==> src/verilog/itfs_pkg.sv <==
// Purpose: constants and types for the interrupt trigger and fifo status register bank
// Assumes: avalon-mm slave with 32-bit data, byte addresses
// Notes: one package shared by the design file and both testbench files
package itfs_pkg;
   localparam int unsigned ADDR_W = 8;
   localparam int unsigned SRC_N = 16;
   localparam int unsigned CNT_W = 20;
   localparam int unsigned DIV_W = 16;
   localparam logic [ADDR_W-1:0] OFS_ICTRL = 8'h30;
   localparam logic [ADDR_W-1:0] OFS_ISTAT = 8'h34;
   localparam logic [ADDR_W-1:0] OFS_TXDIV = 8'h38;
   localparam logic [ADDR_W-1:0] OFS_TXDEPTH = 8'h40;
   localparam logic [ADDR_W-1:0] OFS_RXDEPTH = 8'h44;
   localparam logic [ADDR_W-1:0] OFS_TXFILL = 8'h48;
   localparam logic [ADDR_W-1:0] OFS_RXFILL = 8'h4c;
   localparam logic [ADDR_W-1:0] OFS_ITYPE = 8'h50;
   localparam logic [ADDR_W-1:0] OFS_IPOL = 8'h54;
   localparam logic [ADDR_W-1:0] OFS_IMASK = 8'h58;
   localparam logic [SRC_N-1:0] SRC_ZERO = 16'h0000;
   localparam logic [DIV_W-1:0] DIV_RESET = 16'h0000;
   localparam logic [DIV_W-1:0] DIV_ONE = 16'h0001;
   localparam logic [SRC_N-1:0] MASK_RESET = 16'hffff;
   localparam logic [31:0] UNMAPPED_RDATA = 32'h0000_0000;

   typedef enum logic [1:0] {
      ITFS_IDLE = 2'b00,
      ITFS_ANSWER = 2'b01
   } itfs_bus_e;

   typedef struct packed {
      logic read;
      logic write;
      logic [ADDR_W-1:0] address;
      logic [31:0] writedata;
      logic [3:0] byteenable;
   } itfs_req_s;

   typedef struct packed {
      logic [CNT_W-1:0] tx_depth;
      logic [CNT_W-1:0] rx_depth;
      logic [CNT_W-1:0] tx_fill;
      logic [CNT_W-1:0] rx_fill;
   } itfs_fifo_s;
endpackage

==> src/verilog/itfs_regs.sv <==
// Purpose: interrupt trigger, status latch, tx clock divider and fifo status registers
// Assumes: sources and fifo counts come from logic on clk; avalon-mm slave, one wait state
// Notes: live sources pass straight to detection, no synchroniser needed
// Function
// RULE1: enabled source event is latched in status until software writes one there
// RULE2: disabled source shows live state in status and never raises interrupt
// RULE3: status holds sixteen source bits in 15..0, upper bits read zero
// RULE4: tx clock is onboard clock divided by 16-bit value in divider bits 15..0
// RULE5: divide value zero or one passes clock undivided
// RULE6: tx depth register reports 20-bit depth captured once after power-up
// RULE7: rx depth register reports 20-bit depth captured once after power-up
// RULE8: tx fill register tracks current tx fifo word count in bits 19..0
// RULE9: rx fill register tracks current rx fifo word count in bits 19..0
// RULE10: trigger type bit one means edge, zero means level
// RULE11: polarity bit one means rising or high, zero falling or low
// RULE12: sixteen sources each enabled by matching interrupt control bit
// RULE13: interrupt request high while a latched enabled status bit stays set; code also needs the matching mask bit set
// RULE14: reset clears divider, type, polarity and latched status
module itfs_regs
   import itfs_pkg::*;
(
   input wire logic clk,
   input wire logic rst_n,
   input wire logic [ADDR_W-1:0] address,
   input wire logic read,
   input wire logic write,
   input wire logic [31:0] writedata,
   input wire logic [3:0] byteenable,
   output logic [31:0] readdata,
   output logic waitrequest,
   input wire logic [SRC_N-1:0] irq_src,
   input wire itfs_fifo_s fifo_info,
   output logic tx_clk_en,
   output logic irq
);
   itfs_req_s req;
   itfs_bus_e bus_q;
   logic [SRC_N-1:0] ctrl_q, type_q, pol_q, mask_q, stat_q, src_q, event_w, clr_w;
   logic [DIV_W-1:0] div_q, divcnt_q;
   logic [CNT_W-1:0] txd_q, rxd_q, txf_q, rxf_q;
   logic depth_done_q;
   logic wr_acc, rd_acc;
   logic [31:0] rd_d;

   function automatic logic [31:0] wmerge(input logic [31:0] old, input logic [31:0] nw,
                                          input logic [3:0] be);
      logic [31:0] r;
      r = old;
      for (int i = 0; i < 4; i++) begin
         if (be[i]) begin
            r[i*8 +: 8] = nw[i*8 +: 8];
         end
      end
      return r;
   endfunction

   function automatic logic [31:0] zx16(input logic [SRC_N-1:0] v);
      return {16'h0000, v};
   endfunction

   assign req = '{read: read, write: write, address: address, writedata: writedata,
                  byteenable: byteenable};
   // one wait state: answer lands in the cycle after the request appears
   assign waitrequest = (req.read || req.write) && (bus_q == ITFS_IDLE);
   assign wr_acc = req.write && (bus_q == ITFS_ANSWER);
   assign rd_acc = req.read && (bus_q == ITFS_ANSWER);

   always_ff @(posedge clk) begin
      if (!rst_n) begin
         bus_q <= ITFS_IDLE;
      end else begin
         case (bus_q)
            ITFS_IDLE: begin
               if (req.read || req.write) begin
                  bus_q <= ITFS_ANSWER;
               end
            end
            ITFS_ANSWER: bus_q <= ITFS_IDLE;
            default: bus_q <= ITFS_IDLE;
         endcase
      end
   end

   // control registers
   always_ff @(posedge clk) begin
      if (!rst_n) begin
         ctrl_q <= SRC_ZERO;
         type_q <= SRC_ZERO; // [RULE14]
         pol_q <= SRC_ZERO; // [RULE14]
         div_q <= DIV_RESET; // [RULE14]
         mask_q <= MASK_RESET;
      end else if (wr_acc) begin
         case (req.address)
            OFS_ICTRL: ctrl_q <= wmerge(zx16(ctrl_q), req.writedata, req.byteenable)
               [SRC_N-1:0]; // [RULE12]
            OFS_ITYPE: type_q <= wmerge(zx16(type_q), req.writedata, req.byteenable)
               [SRC_N-1:0];
            OFS_IPOL: pol_q <= wmerge(zx16(pol_q), req.writedata, req.byteenable)
               [SRC_N-1:0];
            OFS_IMASK: mask_q <= wmerge(zx16(mask_q), req.writedata, req.byteenable)
               [SRC_N-1:0];
            OFS_TXDIV: div_q <= wmerge({16'h0000, div_q}, req.writedata, req.byteenable)
               [DIV_W-1:0]; // [RULE4]
            default: ;
         endcase
      end
   end

   // trigger detection: active level after polarity, edge compares with last sample
   always_ff @(posedge clk) begin
      if (!rst_n) begin
         src_q <= SRC_ZERO;
      end else begin
         src_q <= irq_src;
      end
   end

   always_comb begin
      for (int i = 0; i < SRC_N; i++) begin
         if (type_q[i]) begin
            // [RULE10] [RULE11]
            event_w[i] = pol_q[i] ? (irq_src[i] && !src_q[i]) : (!irq_src[i] && src_q[i]);
         end else begin
            event_w[i] = pol_q[i] ? irq_src[i] : !irq_src[i];
         end
      end
   end

   assign clr_w = (wr_acc && req.address == OFS_ISTAT && req.byteenable[0] &&
                   req.byteenable[1]) ? req.writedata[SRC_N-1:0] :
                  (wr_acc && req.address == OFS_ISTAT) ?
                  {req.byteenable[1] ? req.writedata[15:8] : 8'h00,
                   req.byteenable[0] ? req.writedata[7:0] : 8'h00} : SRC_ZERO;

   // set wins over the write-one clear
   always_ff @(posedge clk) begin
      if (!rst_n) begin
         stat_q <= SRC_ZERO; // [RULE14]
      end else begin
         for (int i = 0; i < SRC_N; i++) begin
            if (ctrl_q[i]) begin
               stat_q[i] <= event_w[i] | (stat_q[i] & ~clr_w[i]); // [RULE1]
            end else begin
               stat_q[i] <= 1'b0;
            end
         end
      end
   end

   // disabled bits read the live source state, not the latch
   assign irq = |(stat_q & ctrl_q & mask_q); // [RULE13] [RULE2]

   // divider: enable every div_q-th cycle, every cycle for 0 or 1
   always_ff @(posedge clk) begin
      if (!rst_n) begin
         divcnt_q <= DIV_RESET;
         tx_clk_en <= 1'b0;
      end else if (div_q <= DIV_ONE) begin
         divcnt_q <= DIV_RESET;
         tx_clk_en <= 1'b1; // [RULE5]
      end else if (divcnt_q >= div_q - DIV_ONE) begin
         divcnt_q <= DIV_RESET;
         tx_clk_en <= 1'b1; // [RULE4]
      end else begin
         divcnt_q <= divcnt_q + DIV_ONE;
         tx_clk_en <= 1'b0;
      end
   end

   // depths are caught once after each reset release, fill counts track always
   always_ff @(posedge clk) begin
      if (!rst_n) begin
         depth_done_q <= 1'b0;
         txd_q <= '0;
         rxd_q <= '0;
         txf_q <= '0;
         rxf_q <= '0;
      end else begin
         if (!depth_done_q) begin
            txd_q <= fifo_info.tx_depth; // [RULE6]
            rxd_q <= fifo_info.rx_depth; // [RULE7]
            depth_done_q <= 1'b1;
         end
         txf_q <= fifo_info.tx_fill; // [RULE8]
         rxf_q <= fifo_info.rx_fill; // [RULE9]
      end
   end

   always_comb begin
      case (req.address)
         OFS_ICTRL: rd_d = zx16(ctrl_q);
         OFS_ISTAT: rd_d = zx16((stat_q & ctrl_q) | (irq_src & ~ctrl_q)); // [RULE3] [RULE2]
         OFS_TXDIV: rd_d = {16'h0000, div_q};
         OFS_TXDEPTH: rd_d = {12'h000, txd_q};
         OFS_RXDEPTH: rd_d = {12'h000, rxd_q};
         OFS_TXFILL: rd_d = {12'h000, txf_q};
         OFS_RXFILL: rd_d = {12'h000, rxf_q};
         OFS_ITYPE: rd_d = zx16(type_q);
         OFS_IPOL: rd_d = zx16(pol_q);
         OFS_IMASK: rd_d = zx16(mask_q);
         default: rd_d = UNMAPPED_RDATA;
      endcase
   end

   always_ff @(posedge clk) begin
      if (!rst_n) begin
         readdata <= UNMAPPED_RDATA;
      end else if (req.read && bus_q == ITFS_IDLE) begin
         readdata <= rd_d;
      end
   end

   a_latch_holds: assert property (@(posedge clk) disable iff (!rst_n)
      ctrl_q[0] && stat_q[0] && !clr_w[0] && !(wr_acc && req.address == OFS_ICTRL)
      |=> stat_q[0]) // [RULE1]
      else $error("latched status bit lost without clear");
   a_disabled_quiet: assert property (@(posedge clk) disable iff (!rst_n)
      ctrl_q == SRC_ZERO |-> !irq) // [RULE2]
      else $error("disabled sources raised interrupt");
   // irq may only rise after an enabled event or after the mask opens
   a_irq_follows: assert property (@(posedge clk) disable iff (!rst_n) // [RULE13]
      $past(rst_n) && $rose(irq) |->
      $past(|(event_w & ctrl_q)) || $past(wr_acc && req.address == OFS_IMASK))
      else $error("interrupt rose without a cause");
   a_reserved_zero: assert property (@(posedge clk) disable iff (!rst_n)
      rd_acc && (req.address == OFS_ISTAT) |-> readdata[31:16] == 16'h0000) // [RULE3]
      else $error("status reserved bits not zero");
   a_div_bypass: assert property (@(posedge clk) disable iff (!rst_n)
      $past(rst_n) && (div_q <= DIV_ONE) && $past(div_q <= DIV_ONE) |-> tx_clk_en) // [RULE5]
      else $error("undivided clock enable dropped");
   a_div_period: assert property (@(posedge clk) disable iff (!rst_n)
      (div_q == 16'h0003) && $stable(div_q) && tx_clk_en ##1 $stable(div_q)
      |-> !tx_clk_en ##1 (!tx_clk_en || div_q != 16'h0003)) // [RULE4]
      else $error("divide by three spacing wrong");
   a_depth_fixed: assert property (@(posedge clk) disable iff (!rst_n)
      depth_done_q && $past(depth_done_q) |-> $stable(txd_q) && $stable(rxd_q)) // [RULE6]
      else $error("fifo depth changed after capture");
   a_fill_tracks: assert property (@(posedge clk) disable iff (!rst_n)
      $past(rst_n) |-> txf_q == $past(fifo_info.tx_fill)) // [RULE8]
      else $error("fill count does not track");
   a_rx_fill_tracks: assert property (@(posedge clk) disable iff (!rst_n) // [RULE9]
      $past(rst_n) |-> rxf_q == $past(fifo_info.rx_fill))
      else $error("rx fill count does not track");
   a_rx_depth_fixed: assert property (@(posedge clk) disable iff (!rst_n) // [RULE7]
      depth_done_q && $past(depth_done_q) |-> $stable(rxd_q))
      else $error("rx fifo depth changed after capture");
   a_level_low: assert property (@(posedge clk) disable iff (!rst_n) // [RULE11]
      !type_q[4] && !pol_q[4] && !irq_src[4] |-> event_w[4])
      else $error("active-low level not detected");
   a_w1c_clears: assert property (@(posedge clk) disable iff (!rst_n) // [RULE1]
      ctrl_q[5] && clr_w[5] && !event_w[5] |=> !stat_q[5])
      else $error("write one did not clear status");
   a_disabled_unlatched: assert property (@(posedge clk) disable iff (!rst_n) // [RULE2]
      !ctrl_q[6] |=> !stat_q[6])
      else $error("disabled source latched");
   a_edge_once: assert property (@(posedge clk) disable iff (!rst_n)
      type_q[2] && pol_q[2] && !irq_src[2] && $past(type_q[2]) |-> !event_w[2]) // [RULE10]
      else $error("edge source fired on low level");
   a_reset_clear: assert property (@(posedge clk)
      !rst_n |=> stat_q == SRC_ZERO && div_q == DIV_RESET && type_q == SRC_ZERO) // [RULE14]
      else $error("reset left state behind");

   c_irq_set: cover property (@(posedge clk) disable iff (!rst_n) $rose(irq));
   c_w1c: cover property (@(posedge clk) disable iff (!rst_n) $fell(irq));
   c_div_run: cover property (@(posedge clk) disable iff (!rst_n)
      div_q > DIV_ONE && tx_clk_en);
   c_read_ans: cover property (@(posedge clk) disable iff (!rst_n) rd_acc);
   c_edge_hit: cover property (@(posedge clk) disable iff (!rst_n)
      |(event_w & ctrl_q & type_q));
endmodule

==> config.mk <==
export PLATFORM = sky130hd
export DESIGN_NAME = itfs_regs
export DESIGN_NICKNAME = d
export VERILOG_FILES = /design/src/verilog/itfs_pkg.sv /design/src/verilog/itfs_regs.sv
export SDC_FILE = /design/constraint.sdc
export NUM_CORES = 1
export LEC_CHECK = 0
export ABC_AREA = 1
export BUFFER_PORTS_ARGS = -buffer_cell sky130_fd_sc_hd__buf_2
export CORE_ASPECT_RATIO = 1.75
export CORE_MARGIN = 4
export CORE_UTILIZATION = 60
export DETAILED_ROUTE_END_ITERATION = 10
export PLACE_DENSITY = 0.84
export SETUP_SLACK_MARGIN = 0.3
export SLEW_MARGIN = 15
export SYNTH_ARGS = -nofsm -noshare
export SYNTH_HDL_FRONTEND = slang
export SYNTH_SLANG_ARGS = --single-unit
==> constraint.sdc <==
create_clock -name clk -period 5.6 [get_ports clk]
set_input_delay 1.12 -clock clk [delete_from_list [all_inputs] [get_ports clk]]
set_output_delay 1.12 -clock clk [all_outputs]
set_load 0.05 [all_outputs]
==> flow_metrics.env, run 1 <==
export IMPL_grt_max_degree=99
export IMPL_clkPwrFrac_pct=45.6
export IMPL_coreArea_um2=17970
export IMPL_synth_cells=1606
export IMPL_hp_class="reg2reg"
export IMPL_reg2reg_slack_ns=2.33
export IMPL_synth_seq_cells=231
export IMPL_drt_initial_drc_count=998
export IMPL_tns_ns=0
export IMPL_ioPinCount=179
export IMPL_port_buffers=148
export IMPL_cp_start_kind="register"
export IMPL_fin_crit_sh_pct=58.32
export IMPL_cts_resized_gates=0
export IMPL_final_common_cell="nand2_1"
export IMPL_viasPerCell=5.534
export IMPL_final_cells=1962
export IMPL_fp_dieW_um=110.2
export IMPL_netlist_area_um2=10960
export IMPL_drv_cap=0
export IMPL_die_area_um2=20580
export IMPL_final_cell_mix="299 x nand2_1, 231 x dfxtp_1, 215 x nand3_1, 205 x nor2_1, 197 x inv_1"
export IMPL_grt_pass1_vias=10400
export IMPL_synth_ff_type="dfxtp_1"
export IMPL_grt_pass1_wl_mm=49.74
export IMPL_initial_core_util_pct=61.00
export IMPL_clockBufferDepth=3
export IMPL_clock_skew_ns=0.01415
export IMPL_synth_edff_count=0
export IMPL_ys_seq_area_share_pct=42.18
export IMPL_place_hpwl_mm=21.71
export IMPL_pwr_density_cell_nw_per_um2=285.2
export IMPL_vias=10860
export IMPL_hold_viol_final=0
export IMPL_final_nets=1874
export IMPL_grt_usage_pct=29.82
export IMPL_cts_buffers_inserted=22
export IMPL_outcome="complete, no violations"
export IMPL_pwr_share_comb_pct=6.6
export IMPL_period_minus_slack_ns=3.266
export IMPL_grt_setup_unrepaired="no"
export IMPL_max_freq_mhz=306.2
export IMPL_cts_setup_buffers=0
export IMPL_firstDrtPassIters=5
export IMPL_p_seq_share_pct=47.8
export IMPL_ir_worst_vdd_uv=294.2
export IMPL_swShare_pct=23.22
export IMPL_wl_per_cell_um=15.83
export IMPL_maxSlewViolCount=0
export IMPL_place_inst=1921
export IMPL_yosys_cell_types_count=33
export IMPL_switching_power_mw=0.8267
export IMPL_cts_sinks=231
export IMPL_fillers=1492
export IMPL_overflow=0
export IMPL_clock_root_buffer="clkbuf_16"
export IMPL_place_gp_congestion=0.9143
export IMPL_power_leakage_nw=5.954
export IMPL_worstMarginPinSlew_ns=1.171
export IMPL_critPathMaxFanout=16
export IMPL_synth_area_leaders="dfxtp_1 42%, nand2_1 10%, nand3_1 9.8%"
export IMPL_yosys_area_top_type="dfxtp_1"
export IMPL_drive_gt1_share_pct=12.51
export IMPL_slew_headroom_pct=21.84
export IMPL_avgSynthCellArea_um2=6.826
export IMPL_yosysTopAreaCellShare_pct=42.18
export IMPL_critPathKind="reg2reg"
export IMPL_routed_wl_mm=31.06
export IMPL_clk_pin_slew_ns=0.06
export IMPL_p_int_mw=2.734
export IMPL_yosysWarnings=0
export IMPL_cp_end_kind="register"
export IMPL_area_growth_pct=13.90
export IMPL_holdBufCountCts=0
export IMPL_final_setup_viol_count=0
export IMPL_worst_ep_arrival_time_ns=3.69
export IMPL_cts_htree_levels=1
export IMPL_drc=0
export IMPL_die_h_um=186.8
export IMPL_cts_tree="built"
export IMPL_synthArstFlopShare_pct=0
export IMPL_ant_nets=0
export IMPL_worstPathRequired_ns=6.03
export IMPL_clk_latency_ns=0.51
export IMPL_antenna_found_initial=1
export IMPL_rows=65
registers in the layout (all words and copies together) (netlist names), 20 cells and up:
| name | flops |
|---|---|
| readdata | 20 |
| rxd_q | 20 |
| rxf_q | 20 |
| txd_q | 20 |
| txf_q | 20 |
critical path, stage by stage, from the launching register on:
cell and delay (ns):
dfxtp_1 0.33, inv_1 0.14, ha_1 0.20, nand2_1 0.11, nor3_2 0.18, nand2_1 0.13
nor2_1 0.21, nand2_1 0.09, o21ai_0 0.14, inv_1 0.06, ha_1 0.28, nand2_1 0.07
nor2_1 0.05, nor3_1 0.24, nand2_1 0.09, nor2_1 0.13, nand3_1 0.47, nor2_1 0.24
layer usage:
layer	vias to the layer above	GRT usage (%)	part of all wire [%]
met1	4862	35.67	37
met3	105	5.527	9.0
li1	5356	-	-
met4	0	11.95	4.0
met2	534	51.64	49
met5	-	0	0
power groups by stage:
stage | registers [mW] | clock network (mW) | logic, mW
2_1_floorplan | 1.74 | 0 | 0.144
3_3_place_gp | 1.74 | 0 | 0.227
3_5_place_dp | 1.74 | 0 | 0.230
4_1_cts | 1.70 | 1.63 | 0.232
5_1_grt | 1.71 | 1.69 | 0.260
6_report | 1.70 | 1.62 | 0.235
cell type report:
class	count	area (um^2)	share of cell area, %
antenna	2	5.005	0.04008
clock inverter	8	117.6	0.9419
multi-input combinational	1093	5184	41.51
inverter	205	769.5	6.162
clock buffer	31	675.6	5.411
tap	234	292.8	2.345
sequential	231	4624	37.03
timing repair buffer	158	818.3	6.553
per-stage QoR:
step	worst slack (ns)	cell area [um^2]	power [mW]	utilization (%)	hold WS, ns
after floorplan	2.678	11000	1.883	-	0.4246
after global placement	2.131	11690	1.965	65.03	0.4388
after detailed placement	2.083	11690	1.970	65.03	0.4445
after CTS	2.326	12480	3.564	69.45	0.4540
after global routing	1.905	12480	3.658	69.46	0.4708
final	2.334	12490	3.561	69.47	0.4584
path summary, 6_finish.rpt:
check        cells after the start      endpoint      start
min                              2     txd_q[16]  txd_q[16]
max                             17  divcnt_q[14]   div_q[0]
min reg2reg                      2     txd_q[16]  txd_q[16]
max reg2reg                     17  divcnt_q[14]   div_q[0]
cells in the mapped netlist (10+ instances only):
master      n
o21ai_0   134
inv_1     197
o211ai_1   10
a21oi_1   105
nand2_1   299
a31oi_1    16
ha_1       19
xor2_1     18
o21ai_1    14
dfxtp_1   231
nor2_1    205
nand3_1   215
nand4_1    11
buf_2      25
clkbuf_1   39
buf_4      20
cell families (layout without fill, tap and decap cells):
logic type	Yosys count	in the layout	share of synthesized area (%)
buf+inv	293	402	11.00
compound gates	285	285	13.52
fa+ha+maj	19	19	2.168
flops	231	231	42.18
other cells	1	14	0.03421
xor+xnor	24	24	1.917
simple gates	753	753	29.17
Power figures use the tool's default switching activity.
==> run 2: changes to the inputs <==
--- a/config.mk
+++ b/config.mk
@@ -9,9 +9,9 @@
 export BUFFER_PORTS_ARGS = -buffer_cell sky130_fd_sc_hd__buf_2
 export CORE_ASPECT_RATIO = 1.75
 export CORE_MARGIN = 4
-export CORE_UTILIZATION = 60
+export CORE_UTILIZATION = 51
 export DETAILED_ROUTE_END_ITERATION = 10
-export PLACE_DENSITY = 0.84
+export PLACE_DENSITY = 0.76
 export SETUP_SLACK_MARGIN = 0.3
 export SLEW_MARGIN = 15
 export SYNTH_ARGS = -nofsm -noshare
==> constraint.sdc (replaced) <==
create_clock -name clk -period 2.8 [get_ports clk]
set_input_delay 0.56 -clock clk [delete_from_list [all_inputs] [get_ports clk]]
set_output_delay 0.56 -clock clk [all_outputs]
set_load 0.05 [all_outputs]
==> flow_metrics.env, run 2 (synthesized netlist as in run 1, its figures left out) <==
export IMPL_seqCellArea_um2=4627
export IMPL_cts_buffers_inserted=22
export IMPL_pwr_density_cell_nw_per_um2=553.9
export IMPL_overflow=0
export IMPL_diodes=0
export IMPL_drive_gt1_share_pct=15.58
export IMPL_cp_start_kind="register"
export IMPL_hold_viol_final=0
export IMPL_cts_tree="built"
export IMPL_outcome="complete, no violations"
export IMPL_hp_class="in2reg"
export IMPL_coreArea_um2=21020
export IMPL_clock_root_buffer="clkbuf_16"
export IMPL_clk_latency_ns=0.51
export IMPL_final_area_um2=12930
export IMPL_placed_cell_area_um2=11900
export IMPL_period_minus_slack_ns=2.558
export IMPL_clockBufferDepth=3
export IMPL_grt_setup_unrepaired="yes"
export IMPL_grt_pass1_vias=10410
export IMPL_final_cells=2004
export IMPL_fillers=1934
export IMPL_vias=10920
export IMPL_grt_usage_pct=24.92
export IMPL_timing_hold_ws_ns=0.2260
export IMPL_finish_utilization_pct=61.54
export IMPL_post_place_ws_ns=0.02581
export IMPL_holdBufCountCts=0
export IMPL_place_gp_congestion=0.9321
export IMPL_grt_max_degree=101
export IMPL_total_power_mw=7.165
export IMPL_cts_sinks=231
export IMPL_area_growth_pct=17.99
export IMPL_fp_dieW_um=118.8
export IMPL_max_freq_mhz=390.9
export IMPL_port_buffers=148
export IMPL_ioPinCount=179
export IMPL_maxSlewViolCount=0
export IMPL_rows=70
export IMPL_final_setup_viol_count=0
export IMPL_routed_wl_mm=31.28
export IMPL_slew_headroom_pct=45.60
export IMPL_clock_skew_ns=0.009746
export IMPL_clk_pin_slew_ns=0.07
export IMPL_drt_initial_drc_count=895
export IMPL_multi_input_area_um2=5336
export IMPL_drc=0
export IMPL_drv_cap=0
export IMPL_ir_worst_vdd_uv=466.0
export IMPL_final_common_cell="nand2_1"
export IMPL_worstMarginPinSlew_ns=0.8135
export IMPL_critPathMaxFanout=8
export IMPL_fin_crit_sh_pct=91.36
export IMPL_cts_htree_levels=1
export IMPL_die_h_um=202.0
export IMPL_firstDrtPassIters=6
export IMPL_worst_ep_arrival_time_ns=3.00
export IMPL_worstPathRequired_ns=3.24
export IMPL_final_cell_mix="296 x nand2_1, 229 x dfxtp_1, 214 x nand3_1, 194 x inv_1, 185 x nor2_1"
export IMPL_tns_ns=0
export IMPL_place_hpwl_mm=22.11
export IMPL_viasPerCell=5.449
export IMPL_die_area_um2=24000
export IMPL_ant_nets=0
export IMPL_grt_pass1_wl_mm=49.80
export IMPL_initial_core_util_pct=52.15
export IMPL_place_inst=1957
export IMPL_setup_ws_ns=0.2418
export IMPL_critPathKind="reg2reg"
export IMPL_antenna_found_initial=0
export IMPL_power_leakage_nw=6.118
export IMPL_cp_end_kind="register"
export IMPL_final_nets=1900
export IMPL_wl_per_cell_um=15.61
## run 2: changes by cell type in the layout (fill, tap and decap cells not counted), sizes merged
cell | before | now
bufinv | 3 | 4
buf | 158 | 184
diode | 2 | 0
clkinv | 6 | 5
clkinvlp | 1 | 2
inv | 203 | 205
clkbuf | 31 | 28
## run 2: final timing paths
kind | startpoint | to | slack (ns) | cells past startpoint
max reg2reg | div_q[4] | divcnt_q[10] | 0.24 | 15
min reg2reg | rxd_q[19] | rxd_q[19] | 0.45 | 2
min | fifo_info[19] | rxf_q[19] | 0.23 | 3
max | div_q[4] | divcnt_q[10] | 0.24 | 15
## run 2: critical path: stages, from the launching register on
cell and delay, ns:
dfxtp_1 0.35, inv_1 0.15, nand4_1 0.21, nor2_4 0.20, nand2_2 0.09, nor2_2 0.12, xor2_1 0.16, ha_1 0.27
nand2_1 0.08, inv_2 0.05, nor3_4 0.18, nand2_1 0.09, nor2_2 0.15, nand3_4 0.13, buf_12 0.19, nor2_2 0.08
## run 2: timing repair
item                       CTS  global route
pin swaps                   11            11
buffers inserted             3             4
setup endpoints to repair   17            17
gates resized for setup     21            26
gates cloned                 1             0
## run 2: power by group
part           total [mW]  leakage, nW  switching [mW]  internal [mW]
registers            3.41         1.89          0.0347           3.37
clock network        3.27        0.385            1.31           1.96
logic               0.483         3.84           0.332          0.151
total                7.16         6.12            1.68           5.48
## run 2: final cells by class
type / instances / area share [%]
Clock buffer: 28 / 4.827
Sequential cell: 231 / 35.77
Inverter: 205 / 5.949
Multi-Input combinational cell: 1093 / 41.26
Timing Repair Buffer: 184 / 8.406
Clock inverter: 11 / 1.354
Tap cell: 252 / 2.438
## run 2: metal layers
metal / part of all wire (%) / wire length (um) / GRT usage [%]
met1: 39 / 12320 / 29.70
met2: 49 / 15440 / 44.68
met3: 7.7 / 2398 / 3.499
met4: 3.6 / 1118 / 10.11
met5: 0 / 0 / 0
==> run 3: changes to the inputs <==
--- a/config.mk
+++ b/config.mk
@@ -9,9 +9,9 @@
 export BUFFER_PORTS_ARGS = -buffer_cell sky130_fd_sc_hd__buf_2
 export CORE_ASPECT_RATIO = 1.75
 export CORE_MARGIN = 4
-export CORE_UTILIZATION = 51
+export CORE_UTILIZATION = 57
 export DETAILED_ROUTE_END_ITERATION = 10
-export PLACE_DENSITY = 0.76
+export PLACE_DENSITY = 0.8
 export SETUP_SLACK_MARGIN = 0.3
 export SLEW_MARGIN = 15
 export SYNTH_ARGS = -nofsm -noshare
==> constraint.sdc (replaced) <==
create_clock -name clk -period 2.55 [get_ports clk]
set_input_delay 0.51 -clock clk [delete_from_list [all_inputs] [get_ports clk]]
set_output_delay 0.51 -clock clk [all_outputs]
set_load 0.05 [all_outputs]
==> flow_metrics.env, run 3 (synthesized netlist as in run 1, its figures left out) <==
export IMPL_final_common_cell="nand2_1"
export IMPL_overflow=0
export IMPL_antenna_found_initial=2
export IMPL_cp_end_kind="register"
export IMPL_worstMarginPinSlew_ns=0.7904
export IMPL_place_inst=1959
export IMPL_worstPathRequired_ns=2.99
export IMPL_initial_core_util_pct=58.48
export IMPL_cts_sinks=231
export IMPL_final_area_um2=13130
export IMPL_ir_worst_vdd_uv=511.1
export IMPL_final_setup_viol_count=0
export IMPL_coreArea_um2=18750
export IMPL_vias=11110
export IMPL_cts_buffers_inserted=22
export IMPL_final_cell_mix="293 x nand2_1, 226 x dfxtp_1, 213 x nand3_1, 194 x inv_1, 183 x nor2_1"
export IMPL_cp_start_kind="register"
export IMPL_grt_usage_pct=28.81
export IMPL_critPathKind="reg2reg"
export IMPL_drive_gt1_share_pct=17.14
export IMPL_grt_pass1_vias=10680
export IMPL_clk_latency_ns=0.51
export IMPL_place_gp_congestion=0.9521
export IMPL_routed_wl_mm=32.24
export IMPL_port_buffers=148
export IMPL_ant_nets=0
export IMPL_outcome="complete, no violations"
export IMPL_maxSlewViolCount=0
export IMPL_firstDrtPassIters=6
export IMPL_max_freq_mhz=396.5
export IMPL_viasPerCell=5.534
export IMPL_fp_dieW_um=112.8
export IMPL_area_growth_pct=19.78
export IMPL_final_cells=2007
export IMPL_cts_htree_levels=1
export IMPL_clock_root_buffer="clkbuf_16"
export IMPL_drv_cap=0
export IMPL_critPathMaxFanout=8
export IMPL_cts_tree="built"
export IMPL_ioPinCount=179
export IMPL_fin_crit_sh_pct=98.91
export IMPL_pwr_density_cell_nw_per_um2=601.7
export IMPL_period_minus_slack_ns=2.522
export IMPL_rows=66
export IMPL_clock_skew_ns=0.008779
export IMPL_final_nets=1916
export IMPL_wl_per_cell_um=16.06
export IMPL_die_area_um2=21600
export IMPL_grt_pass1_wl_mm=51.16
export IMPL_worst_ep_arrival_time_ns=2.96
export IMPL_drc=0
export IMPL_clockBufferDepth=3
export IMPL_slew_headroom_pct=47.25
export IMPL_grt_max_degree=54
export IMPL_die_h_um=191.5
export IMPL_grt_setup_unrepaired="yes"
export IMPL_drt_initial_drc_count=888
export IMPL_place_hpwl_mm=22.46
export IMPL_clk_pin_slew_ns=0.07
export IMPL_power_leakage_nw=6.199
export IMPL_holdBufCountCts=0
export IMPL_hold_viol_final=0
export IMPL_hp_class="in2reg"
export IMPL_placed_cell_area_um2=12030
[run 3: cell types whose count changed in the layout (fill, tap and decap cells not counted), moves of 3 or more]
cell and change:
buf_4 +16, nor2_2 -4, nand2_1 -3, a21oi_1 -4
a21oi_2 +4, clkbuf_1 +3, nor3_2 +3, dfxtp_1 -3
nor2_4 +6
[run 3: metrics by stage]
| stage | util [%] | setup slack (ns) | hold slack, ns | power, mW | setup TNS [ns] |
|---|---|---|---|---|---|
| after global placement | 64.16 | 0.03564 | 0.4398 | 4.334 | 0 |
| after detailed placement | 64.16 | -0.04027 | 0.4433 | 4.346 | -0.3847 |
| final | 70.05 | 0.02775 | 0.1776 | 7.902 | 0 |
| after CTS | 69.19 | 0.07401 | 0.1741 | 7.911 | 0 |
| after floorplan | - | 0.1786 | 0.4246 | 4.135 | 0 |
| after global routing | 70.05 | -0.09177 | 0.1872 | 8.123 | -1.060 |
[run 3: power breakdown]
| part | switching (mW) | total (mW) | internal [mW] |
|---|---|---|---|
| registers | 0.0379 | 3.74 | 3.70 |
| clock network | 1.41 | 3.62 | 2.22 |
| logic | 0.368 | 0.537 | 0.168 |
[run 3: timing repair]
item	4_1_cts	5_1_grt
setup buffers	5	2
pin swaps	14	9
gates resized for setup	27	36
setup endpoints to repair	18	18
cloned	1	0
[run 3: layer usage]
| metal | wire, um | global-route usage (%) | up-vias |
|---|---|---|---|
| li1 | - | - | 5434 |
| met3 | 2819 | 4.530 | 117 |
| met1 | 12110 | 34.52 | 5022 |
| met5 | 7 | 0 | - |
| met4 | 1450 | 13.00 | 2 |
| met2 | 15860 | 50.34 | 531 |
[run 3: critical path: stages, from the launching register on]
cell     delay (ns)
dfxtp_4        0.36
inv_4          0.06
ha_4           0.14
nand2_4        0.06
nor3_4         0.14
nand2_2        0.12
nor2_4         0.12
buf_6          0.12
nand2_4        0.04
o21ai_1        0.13
nand2_1        0.07
inv_1          0.05
ha_1           0.21
nand4_1        0.19
nor2_1         0.10
nand2_2        0.11
nand3_4        0.13
buf_16         0.19
nor2_2         0.10
[run 3: path summary, 6_finish.rpt]
path                  from            to  slack (ns)  cells past startpoint
min reg2reg      txd_q[17]     txd_q[17]        0.45                      2
max reg2reg       div_q[1]  divcnt_q[14]        0.03                     18
max               div_q[1]  divcnt_q[14]        0.03                     18
min          fifo_info[20]      txf_q[0]        0.18                      3
[run 3: final cells by class]
cell class              instances  area [um^2]
diodes                          1        2.502
clock buffers                  30        621.8
clock inverters                 9        175.2
fillers                      1540         5614
inverters                     205        772.0
multi-input cells            1093         5424
flip-flops and latches        231         4633
well taps                     238        297.8
repair buffers                200         1205
